===== config.mk =====
export PLATFORM = sky130hd
export DESIGN_NAME = port_owner_power
export DESIGN_NICKNAME = d
export VERILOG_FILES = /design/src/include/port_ctl_pkg.sv /design/src/design/test_mode_decode.sv /design/src/design/port_owner_power.sv
export SDC_FILE = /design/constraint.sdc
export NUM_CORES = 1
export LEC_CHECK = 0
export BUFFER_PORTS_ARGS = -buffer_cell sky130_fd_sc_hd__buf_2
export CAP_MARGIN = 10
export CORE_ASPECT_RATIO = 0.8
export CORE_MARGIN = 2
export CORE_UTILIZATION = 37
export CTS_BUF_LIST = sky130_fd_sc_hd__clkbuf_8
export DETAILED_ROUTE_END_ITERATION = 10
export PLACE_DENSITY = 0.74
export SYNTH_ARGS = -nofsm -noshare
export SYNTH_HDL_FRONTEND = slang
export SYNTH_SLANG_ARGS = --single-unit

===== constraint.sdc =====
create_clock -name mclk_i -period 2.6 [get_ports mclk_i]
set_input_delay 0.52 -clock mclk_i [delete_from_list [all_inputs] [get_ports mclk_i]]
set_output_delay 0.52 -clock mclk_i [all_outputs]
set_load 0.03 [all_outputs]

===== src/include/port_ctl_pkg.sv =====
// constants and types for the per-port ownership, power and test logic
// ---------------------------------------------------------------------
// Behaviour
// test select zero is normal; one, two, three pick J, K, SE0-NAK tests
// test select four picks test packet, five picks forced enable
// test select six to fifteen reserved; no test behaviour given them
// owner bit resets to one and is held one while configure flag is zero
// configure flag rising edge clears owner bit unconditionally
// owner bit one hands port to companion; enhanced side stops driving
// software sets owner bit for devices that are not high-speed
// without power switches the power bit reads one, port always powered
// with power switches the power bit drives the switch, one means on
// unpowered port is nonfunctional and reports no status changes
// overcurrent on powered switched port clears its power bit
// line state bit 11 shows positive line, bit 10 negative line
// line state valid only when disabled and connected; undefined unpowered
// software treats K-state line value as low-speed and releases port
// software treats SE0, J or 11 line values as not low-speed, resets
// software writes reserved bits as zero
// ---------------------------------------------------------------------
package port_ctl_pkg;
   // ------------------------------------------------------------------
   // field positions of the port status and control register
   // ------------------------------------------------------------------
   localparam int TEST_LSB = 16;
   localparam int TEST_MSB = 19;
   localparam int OWNER_BIT = 13;
   localparam int POWER_BIT = 12;
   localparam int LINE_DP_BIT = 11;
   localparam int LINE_DM_BIT = 10;
   localparam int ENABLE_BIT = 2;
   localparam int CONNECT_BIT = 0;
   // reset values
   localparam logic OWNER_RESET = 1'b1;
   localparam logic POWER_RESET = 1'b0;
   localparam logic [3:0] TEST_RESET = 4'h0;
   // test select codes
   localparam logic [3:0] TEST_OFF = 4'h0;
   localparam logic [3:0] TEST_J = 4'h1;
   localparam logic [3:0] TEST_K = 4'h2;
   localparam logic [3:0] TEST_SE0_NAK = 4'h3;
   localparam logic [3:0] TEST_PACKET = 4'h4;
   localparam logic [3:0] TEST_FORCE_EN = 4'h5;
   // line state encodings
   localparam logic [1:0] LINE_SE0 = 2'h0;
   localparam logic [1:0] LINE_K = 2'h1;
   localparam logic [1:0] LINE_J = 2'h2;

   typedef enum logic [2:0] {
      MODE_NORMAL,
      MODE_J,
      MODE_K,
      MODE_SE0_NAK,
      MODE_PACKET,
      MODE_FORCE_EN
   } test_mode_type;

   // software write bundle for the port register
   typedef struct packed {
      logic wr;
      logic [31:0] data;
   } reg_write_type;

   // state of the port exported to the transceiver side
   typedef struct packed {
      logic owned_by_companion;
      logic power_on;
      logic drive_enable;
      test_mode_type test_mode;
   } port_drive_type;
endpackage


===== src/design/test_mode_decode.sv =====
// decoder from the test select field to the test mode in force
`timescale 1ns/1ps
module test_mode_decode (
   input wire logic [3:0] sel_i,
   output port_ctl_pkg::test_mode_type mode_o,
   output logic reserved_o
);
   // reserved codes fall back to normal operation
   always_comb begin
      reserved_o = 1'b0;
      unique case (sel_i)
         port_ctl_pkg::TEST_OFF: mode_o = port_ctl_pkg::MODE_NORMAL;
         port_ctl_pkg::TEST_J: mode_o = port_ctl_pkg::MODE_J;
         port_ctl_pkg::TEST_K: mode_o = port_ctl_pkg::MODE_K;
         port_ctl_pkg::TEST_SE0_NAK: mode_o = port_ctl_pkg::MODE_SE0_NAK;
         port_ctl_pkg::TEST_PACKET: mode_o = port_ctl_pkg::MODE_PACKET;
         port_ctl_pkg::TEST_FORCE_EN: mode_o = port_ctl_pkg::MODE_FORCE_EN;
         default: begin
            mode_o = port_ctl_pkg::MODE_NORMAL;
            reserved_o = 1'b1;
         end
      endcase
   end
endmodule


===== src/design/port_owner_power.sv =====
// per-port ownership hand-off, power switch and line state logic
`timescale 1ns/1ps
module port_owner_power #(
   parameter bit POWER_SWITCHES = 1'b1
) (
   input wire logic mclk_i,
   input wire logic rst_n_i,
   input wire port_ctl_pkg::reg_write_type reg_wr_i,
   output logic [31:0] reg_rd_o,
   input wire logic configure_flag_i,
   input wire logic overcurrent_i,
   input wire logic line_dp_i,
   input wire logic line_dm_i,
   input wire logic port_enabled_i,
   input wire logic connected_i,
   output port_ctl_pkg::port_drive_type drive_o,
   output logic power_switch_o,
   output logic status_gate_o,
   output logic test_reserved_o
);
   // ------------------------------------------------------------------
   // elaboration checks; the read image is one 32-bit word
   // ------------------------------------------------------------------
   if (port_ctl_pkg::TEST_MSB - port_ctl_pkg::TEST_LSB != 3) begin : g_test_width
      $error("test select field must span four bits");
   end
   if (port_ctl_pkg::TEST_MSB > 31) begin : g_test_place
      $error("test select field lies outside the port word");
   end
   if (port_ctl_pkg::LINE_DP_BIT != port_ctl_pkg::LINE_DM_BIT + 1) begin : g_line_place
      $error("line state bits must be adjacent");
   end
   if (port_ctl_pkg::OWNER_BIT == port_ctl_pkg::POWER_BIT) begin : g_owner_place
      $error("owner and power bits must differ");
   end
   if (port_ctl_pkg::OWNER_BIT > 31 || port_ctl_pkg::POWER_BIT > 31) begin : g_bit_place
      $error("owner or power bit lies outside the port word");
   end
   if (port_ctl_pkg::ENABLE_BIT > 31 || port_ctl_pkg::CONNECT_BIT > 31) begin : g_stat_place
      $error("status bits lie outside the port word");
   end

   // ------------------------------------------------------------------
   // helpers
   // ------------------------------------------------------------------
   // status bits are masked to zero whenever the port has no power
   function automatic logic power_gated(input logic powered, input logic value);
      return powered & value;
   endfunction

   // ------------------------------------------------------------------
   // pin synchronisers; first stage feeds only the second
   // ------------------------------------------------------------------
   logic [2:0] sync1_r;
   logic [2:0] sync2_r;
   always_ff @(posedge mclk_i) begin
      if (!rst_n_i) begin
         sync1_r <= 3'h0;
         sync2_r <= 3'h0;
      end else begin
         sync1_r <= {overcurrent_i, line_dp_i, line_dm_i};
         sync2_r <= sync1_r;
      end
   end

   // ------------------------------------------------------------------
   // configure flag edge; same clock domain, no synchroniser
   // ------------------------------------------------------------------
   // resets low to match the flag's own reset level, so no false rise
   logic flag_prev_r;
   always_ff @(posedge mclk_i) begin
      if (!rst_n_i) begin
         flag_prev_r <= 1'b0;
      end else begin
         flag_prev_r <= configure_flag_i;
      end
   end
   logic flag_rise;
   assign flag_rise = configure_flag_i & ~flag_prev_r;

   // ------------------------------------------------------------------
   // owner bit: flag low forces one, flag rise clears, else software
   // ------------------------------------------------------------------
   logic owner_r;
   always_ff @(posedge mclk_i) begin
      if (!rst_n_i) begin
         owner_r <= port_ctl_pkg::OWNER_RESET;
      end else if (!configure_flag_i) begin
         // a low flag outranks everything, software writes included
         owner_r <= 1'b1;
      end else if (flag_rise) begin
         owner_r <= 1'b0;
      end else if (reg_wr_i.wr) begin
         owner_r <= reg_wr_i.data[port_ctl_pkg::OWNER_BIT];
      end
   end

   // ------------------------------------------------------------------
   // power bit; overcurrent removal wins over a same-cycle write
   // ------------------------------------------------------------------
   logic power_r;
   always_ff @(posedge mclk_i) begin
      if (!rst_n_i) begin
         power_r <= port_ctl_pkg::POWER_RESET;
      end else if (!POWER_SWITCHES) begin
         power_r <= 1'b1;
      end else if (power_r && sync2_r[2]) begin
         // removal wins, so a write cannot re-power a faulted port this cycle
         power_r <= 1'b0;
      end else if (reg_wr_i.wr) begin
         power_r <= reg_wr_i.data[port_ctl_pkg::POWER_BIT];
      end
   end
   logic power_eff;
   assign power_eff = POWER_SWITCHES ? power_r : 1'b1;

   // ------------------------------------------------------------------
   // test select field; reserved codes are stored but do nothing
   // ------------------------------------------------------------------
   logic [3:0] test_sel_r;
   always_ff @(posedge mclk_i) begin
      if (!rst_n_i) begin
         test_sel_r <= port_ctl_pkg::TEST_RESET;
      end else if (reg_wr_i.wr) begin
         test_sel_r <= reg_wr_i.data[port_ctl_pkg::TEST_MSB:port_ctl_pkg::TEST_LSB];
      end
   end
   port_ctl_pkg::test_mode_type mode;
   logic reserved_sel;
   test_mode_decode test_mode_decode_i (
      .sel_i(test_sel_r),
      .mode_o(mode),
      .reserved_o(reserved_sel)
   );

   // ------------------------------------------------------------------
   // line state capture; updated only while valid, held otherwise so reads stay stable
   // ------------------------------------------------------------------
   // while enabled the last valid value stays; an unpowered port reads zero
   logic line_ok;
   assign line_ok = power_eff & ~port_enabled_i & connected_i;
   logic [1:0] line_r;
   always_ff @(posedge mclk_i) begin
      if (!rst_n_i) begin
         line_r <= port_ctl_pkg::LINE_SE0;
      end else if (line_ok) begin
         line_r <= {sync2_r[1], sync2_r[0]};
      end
   end

   // ------------------------------------------------------------------
   // outputs; companion ownership or no power silences our drive
   // ------------------------------------------------------------------
   // transceiver bundle; all fields move on the same edge so they agree
   always_ff @(posedge mclk_i) begin
      if (!rst_n_i) begin
         drive_o <= '{owned_by_companion: port_ctl_pkg::OWNER_RESET,
                      power_on: port_ctl_pkg::POWER_RESET,
                      drive_enable: 1'b0, test_mode: port_ctl_pkg::MODE_NORMAL};
      end else begin
         drive_o.owned_by_companion <= owner_r;
         drive_o.power_on <= power_eff;
         drive_o.drive_enable <= ~owner_r & power_eff;
         drive_o.test_mode <= mode;
      end
   end

   // power switch drive; held off through reset until the bit is known
   always_ff @(posedge mclk_i) begin
      if (!rst_n_i) begin
         power_switch_o <= 1'b0;
      end else begin
         power_switch_o <= power_eff;
      end
   end

   // status gate for the change-reporting logic elsewhere in the port
   always_ff @(posedge mclk_i) begin
      if (!rst_n_i) begin
         status_gate_o <= 1'b0;
      end else begin
         status_gate_o <= power_eff;
      end
   end

   // reserved select flag; visible to test logic, no behaviour attached
   always_ff @(posedge mclk_i) begin
      if (!rst_n_i) begin
         test_reserved_o <= 1'b0;
      end else begin
         test_reserved_o <= reserved_sel;
      end
   end

   // read image; reserved bits read zero, line state zero when unpowered
   always_ff @(posedge mclk_i) begin
      if (!rst_n_i) begin
         reg_rd_o <= 32'h0;
      end else begin
         reg_rd_o <= 32'h0;
         reg_rd_o[port_ctl_pkg::TEST_MSB:port_ctl_pkg::TEST_LSB] <= test_sel_r;
         reg_rd_o[port_ctl_pkg::OWNER_BIT] <= owner_r;
         reg_rd_o[port_ctl_pkg::POWER_BIT] <= power_eff;
         reg_rd_o[port_ctl_pkg::LINE_DP_BIT] <= power_gated(power_eff, line_r[1]);
         reg_rd_o[port_ctl_pkg::LINE_DM_BIT] <= power_gated(power_eff, line_r[0]);
         reg_rd_o[port_ctl_pkg::ENABLE_BIT] <= power_gated(power_eff, port_enabled_i);
         reg_rd_o[port_ctl_pkg::CONNECT_BIT] <= power_gated(power_eff, connected_i);
      end
   end
endmodule


; ---- Yosys cells after proc, flatten, opt, wreduce, memory -nomap -nowiden
; Index checks and enable logic that the tools add are counted.
[op_classes]
n_eq_ne = 5
muxes = 4
bitwise = 12
n_reduce_logical = 6
[ops]
columns = op, count
row1 = $pmux 3 s5, 1
row2 = $and 1x1->1, 8
row3 = $eq 4x2->1 const B, 2
row4 = $eq 4x3->1 const B, 2
row5 = $reduce_or 6->1, 1
row6 = $eq 4x1->1 const B, 1
row7 = $logic_not 4->1, 1
row8 = $not 1->1, 4
row9 = $mux 1, 3
row10 = $reduce_and 2->1, 1
row11 = $reduce_bool 2->1, 1
row12 = $reduce_or 2->1, 1
row13 = $logic_and 1x1->1, 1
[word_totals]
reg_bits = 54
output_inout_bits = 41
word_cells = 41

; ---- Longest topological paths before layout
; Gate-level depths: netlist of the first run.
[depth]
ltp_word = 3
mapped_depth = 3

; ---- Cells and area by module
; From an unflattened synthesis of the first run, not the netlist that was laid out.
[hier_totals]
cells_unflattened = 110
area_unflattened_um2 = 1164.9
[modules_own_cells]
columns = mod, n_inst, cells_per_inst, area_each_um2, seq_area_each_um2
row1 = port_owner_power, 1, 105, 1132.3, 620.6
row2 = test_mode_decode, 1, 5, 32.5, 0.0

; ---- Worst setup path before layout of the first run
; OpenSTA, ideal clock, no wires.
[synth_path]
path_type = register -> output
from = register reg_rd_o[12] (netlist name)
to = output drive_o[4] (netlist name)
t_arrival_ns = 0.739
setup_slack_ns = 1.341
stages_incl_launch_ff = 2
cell_sequence = dfxtp_1 buf_4
[synth_lines]
columns = element, line_no
row1 = to (decl), port_owner_power.sv:16  ; output port_ctl_pkg::port_drive_type drive_o,

==> results of run 1 <==
## area by class of cell
cell class | count | area (um^2)
timing repair buffer | 33 | 165
clock buffer | 7 | 96.3
multi-input combinational | 67 | 399
tap | 40 | 50.0
fill | 311 | 1700
inverter | 1 | 3.75
clock inverter | 1 | 3.75
sequential | 31 | 621
## cells in the final DEF, fill, tap and decap left out
master	instances
buf_2	33
dfxtp_1	31
conb_1	22
and2_1	13
mux2i_1	7
clkbuf_8	7
nor2b_1	6
nand2_1	5
and3_1	5
and4bb_2	2
a21oi_1	2
inv_1	2
nand3b_1	1
o21ai_0	1
mux2_4	1
and3b_1	1
nand2b_1	1
## kinds of logic (layout without fill, tap and decap cells)
kind of cell    after synthesis  count (layout)  synth area share [%]
simple gates                 34              34                  18.7
flops                        31              31                  53.7
mux                           8               8                  7.36
other cells                   1              22                 0.324
buf+inv                      30              42                  18.6
compound gates                3               3                  1.30
## flip-flops by register name (all words and copies together) (netlist names)
register / cells
sync2_r: 3
power_eff: 1
drive_o: 5
reg_rd_o: 10
sync1_r: 3
test_reserved_o: 1
test_sel_r: 4
flag_prev_r: 1
owner_r: 1
line_r: 2
## where the power goes
group          internal [W]  total, W  switching (W)
Clock              0.000237  0.000394       0.000157
Combinational     0.0000304  0.000112      0.0000812
Sequential         0.000494  0.000504     0.00000981
Total              0.000761   0.00101       0.000248
## per-layer routing
layer	vias to the layer above	track usage [%]	part of all wire, %
met1	287	9.87	45
li1	355	-	-
met3	4	4.60	12
met4	0	7.14	2.2
met5	-	0	0
met2	44	15.5	41
## how the worst max path moves through the flow
stage	start	endpoint	slack (ns)	cells past startpoint
CTS	reg_rd_o[12]$_SDFF_PN0_	status_gate_o	1.25	1
floorplan	reg_rd_o[12]$_SDFF_PN0_	drive_o[4]	1.34	1
detailed placement	reg_wr_i[32]	power_eff$_SDFFE_PP0P_	1.28	3
finish	reg_rd_o[12]$_SDFF_PN0_	status_gate_o	1.26	1
global route	reg_rd_o[12]$_SDFF_PN0_	reg_rd_o[12]	1.21	1
global placement	reg_wr_i[32]	power_eff$_SDFFE_PP0P_	1.28	3
## metrics by stage
step | cells | worst slack [ns] | total power [W] | hold WS, ns
floorplan | 128 | 1.34 | 0.000630 | 0.412
global placement | 172 | 1.28 | 0.000624 | 0.416
detailed placement | 172 | 1.28 | 0.000626 | 0.419
CTS | 180 | 1.25 | 0.00102 | 0.433
global route | 180 | 1.21 | 0.00105 | 0.447
finish | 180 | 1.26 | 0.00101 | 0.432
==> flow_summary.ini, run 1 <==
[floorplanning]
die_w_um = 66.5
die_y_um = 54.0
io-pin-count = 82
start_util_pct = 38.0
rows = 18
core-area_um2 = 3040
die-area_um2 = 3590

[power_and_ir_drop]
power_density_nw_per_um2 = 754
leakagePower_nw = 0.680
ir_drop_v = 0.000194

[grt]
grt_pass1_wl_um = 2370
grt_max_degree = 32
grt_pass1_vias = 565
grt_antenna_before_repair = 0
track_usage_pct = 9.61
overflow = 0

[status]
status = finished clean

[routing]
drc = 0
wl_per_cell_um = 9.03
drt_iter0_drc = 21
detail-route-antenna-nets = 0
vias = 690
avgViaCountPerCell = 3.83
firstDrtPassIters = 3
wl_um = 1630

[setup_path]
criticalPathCategory = flop to primary output
max_stage_delay_ns = 0.34
start_kind = flop
reg2reg_to = line_r[0]$_SDFFE_PN0P_
end_kind = primary output
path_buf_inv = 1
crit_required_ns = 2.08
r2r_cells = 2
ff2ff_setup_slack_ns = 1.68
path_cells = buf_2
cp_top_family = flip-flops
worstPathMaxFanout = 4
r2r_start = power_eff$_SDFFE_PP0P_
crit_path_top_delay_cell = dfxtp_1
cp.arrival_ns = 0.82

[place]
port_buffers = 33
gp_congestion = 0.711
dpl_cell_area_um2 = 1240
hpwl_um = 1190

[clocking]
cts_tree = built
cts_resized = 0
hold_buffers = 0
cts_max_level = 2
numCtsBuffers = 5
cts.sink_count = 31
clk_pin_slew_ns = 0.06
clock-root-buffer = clkbuf_8
clk_latency_ns = 0.27
cts_buffer_depth = 2
post_cts_buffers = 0

[synth]
synth_edf_count = 0
ys_ff_latch = 31
yosys_warnings = 0
yosysTopAreaCell = dfxtp_1
ys_seq_area_share_pct = 53.7
async_flop_share_pct = 0
synthCells = 107
post-synth-top-count-cell = dfxtp_1
synth_top_flop_cell = dfxtp_1
synth_top_area_share_pct = 53.7
synth.avg_cell_area_um2 = 10.8
synth_area_leaders = dfxtp_1 (54%), buf_4 (16%), and2_1 (7.0%), mux2i_1 (6.1%), nor2b_1 (3.2%)
yosysUniqueCellTypes = 19
syn_area_um2 = 1160
ys_top_cells_by_count = dfxtp_1 (31), buf_4 (25), and2_1 (13)

[timing]
hold_violations = 0
rsz0062_at_grt = false
setup_viol = 0
clock_skew_ns = 0.00216
max_freq_mhz = 749
drv_slew = 0
min_period_ns = 1.34
fin_crit_sh_pct = 51.4
final.setup.tns_ns = 0

[layout]
final_util_pct = 44.0
final_nets = 180
syn_to_final_growth_pct = 15.8
finish.instance_area_um2 = 1340
drive_gt1_share_pct = 30.7
antenna_cells = 0

[min_path]
holdPathEnd = sync2_r[0]$_SDFF_PN0_
hold_class = flop to flop
min-delay-start = sync1_r[0]$_SDFF_PN0_
whs_path_depth = 1

[flow_run]
max_cap_viol_count = 0
Power figures use the tool's default switching activity.
==> run 2: changes to the inputs <==
Settings changed: PLACE_DENSITY 0.74 to 0.76.
Clock period 2.6 ns to 1.1 ns, I/O delays scaled along.
==> run 2 against run 1 <==
Effect of this change: sequential power increased by 140%; sequential cell count stayed put; die area stayed put; setup slack got worse by 1.2 ns; non-clock buffer count is 1 higher; cell count up 0.56%; utilization is 1.3 points higher; worst hold slack got worse by 0.29 ns.
==> flow_summary.ini, run 2 (same netlist as run 1, synthesis figures left out) <==
[clocking]
clock-root-buffer = clkbuf_8
numCtsBuffers = 5
cts.sink_count = 31
cts_buffer_depth = 2
clk_pin_slew_ns = 0.06
post_cts_buffers = 0
hold_buffers = 0
clk_latency_ns = 0.28
cts_tree = built
cts_max_level = 2
cts_resized = 0

[grt]
overflow = 0
grt_pass1_vias = 597
track_usage_pct = 9.91
grt_max_degree = 32
grt_antenna_before_repair = 0
grt_pass1_wl_um = 2440

[place]
port_buffers = 33
dpl_cell_area_um2 = 1250
dp.cells = 173
gp_congestion = 0.573
hpwl_um = 1180

[power_and_ir_drop]
power_density_nw_per_um2 = 1990
ir_drop_v = 0.000581
leakagePower_nw = 0.699

[routing]
drt_iter0_drc = 53
drc = 0
firstDrtPassIters = 2
wl_per_cell_um = 9.06
detail-route-antenna-nets = 0
wl_um = 1640
avgViaCountPerCell = 4.04
vias = 732

[floorplanning]
start_util_pct = 38.0
die_w_um = 66.5
die-area_um2 = 3590
die_y_um = 54.0
rows = 18
io-pin-count = 82
core-area_um2 = 3040

[timing]
hold_violations = 0
max_freq_mhz = 955
final.setup.tns_ns = 0
fin_crit_sh_pct = 95.2
drv_slew = 0
rsz0062_at_grt = false
clock_skew_ns = 0.00539
hold-worst-slack_ns = 0.147
setup_viol = 0
min_period_ns = 1.05

[layout]
final_nets = 181
largest_reg_flops = 10
syn_to_final_growth_pct = 19.3
finish.instance_area_um2 = 1380
drive_gt1_share_pct = 31.2
stdcell_count = 181
reg.largest.list = reg_rd_o: 10 flops, drive_o: 5 flops, test_sel_r: 4 flops
layout_commonest_cell = buf_2
antenna_cells = 0
regMostFlops = reg_rd_o
mostFrequentLayoutCells = buf_2 (33), dfxtp_1 (31), conb_1 (22), and2_1 (13), mux2i_1 (7)

[status]
status = finished clean

[setup_path]
start_kind = flop
cp_top_family = flip-flops
max_stage_delay_ns = 0.35
path_cells = buf_2
cp.arrival_ns = 0.83
end_kind = primary output
path_buf_inv = 1
criticalPathCategory = flop to primary output
crit_required_ns = 0.88
worstPathMaxFanout = 4
crit_path_top_delay_cell = dfxtp_1

[min_path]
hold_class = primary input to flop

[flow_run]
max_cap_viol_count = 0
[run 2: cell types whose count changed in the layout (fill, tap and decap cells not counted)]
cell,delta
bufinv_16,+2
clkbuf_8,-2
buf_4,+1
[run 2: final timing paths]
| path | end | start | slack (ns) | cells after the start |
|---|---|---|---|---|
| max | reg_rd_o[12] | reg_rd_o[12]$_SDFF_PN0_ | 0.05 | 1 |
| min | sync1_r[2]$_SDFF_PN0_ | overcurrent_i | 0.15 | 2 |
| max reg2reg | line_r[1]$_SDFFE_PN0P_ | power_eff$_SDFFE_PP0P_ | 0.18 | 2 |
| min reg2reg | sync2_r[0]$_SDFF_PN0_ | sync1_r[0]$_SDFF_PN0_ | 0.43 | 1 |
[run 2: power by group]
part,leakage (nW),switching (W),internal [W]
sequential,0.254,0.0000218,0.00117
combinational,0.375,0.000193,0.0000741
clock,0.0695,0.000389,0.000895
[run 2: per-layer routing]
metal / up-vias / share of wire (%) / GRT usage [%]
li1: 359 / - / -
met1: 325 / 39 / 9.44
met2: 43 / 47 / 17.3
met4: 0 / 3.4 / 10.2
met3: 5 / 10 / 2.51
met5: - / 0 / 0
[run 2: cell type report]
cell class              count  area (um^2)
clock buffers               5         68.8
fillers                   302         1660
clock inverters             3         63.8
multi-input cells          67          399
flip-flops and latches     31          621
inverters                   1         3.75
well taps                  40         50.0
repair buffers             34          173
[run 2: through the flow]
stage          worst slack [ns]  total power, W  utilization (%)
2_1_floorplan             0.141         0.00149                -
3_3_place_gp              0.180         0.00147             41.0
3_5_place_dp              0.121         0.00148             41.0
4_1_cts                  0.0400         0.00277             45.3
5_1_grt                0.000287         0.00284             45.3
6_report                 0.0533         0.00274             45.3
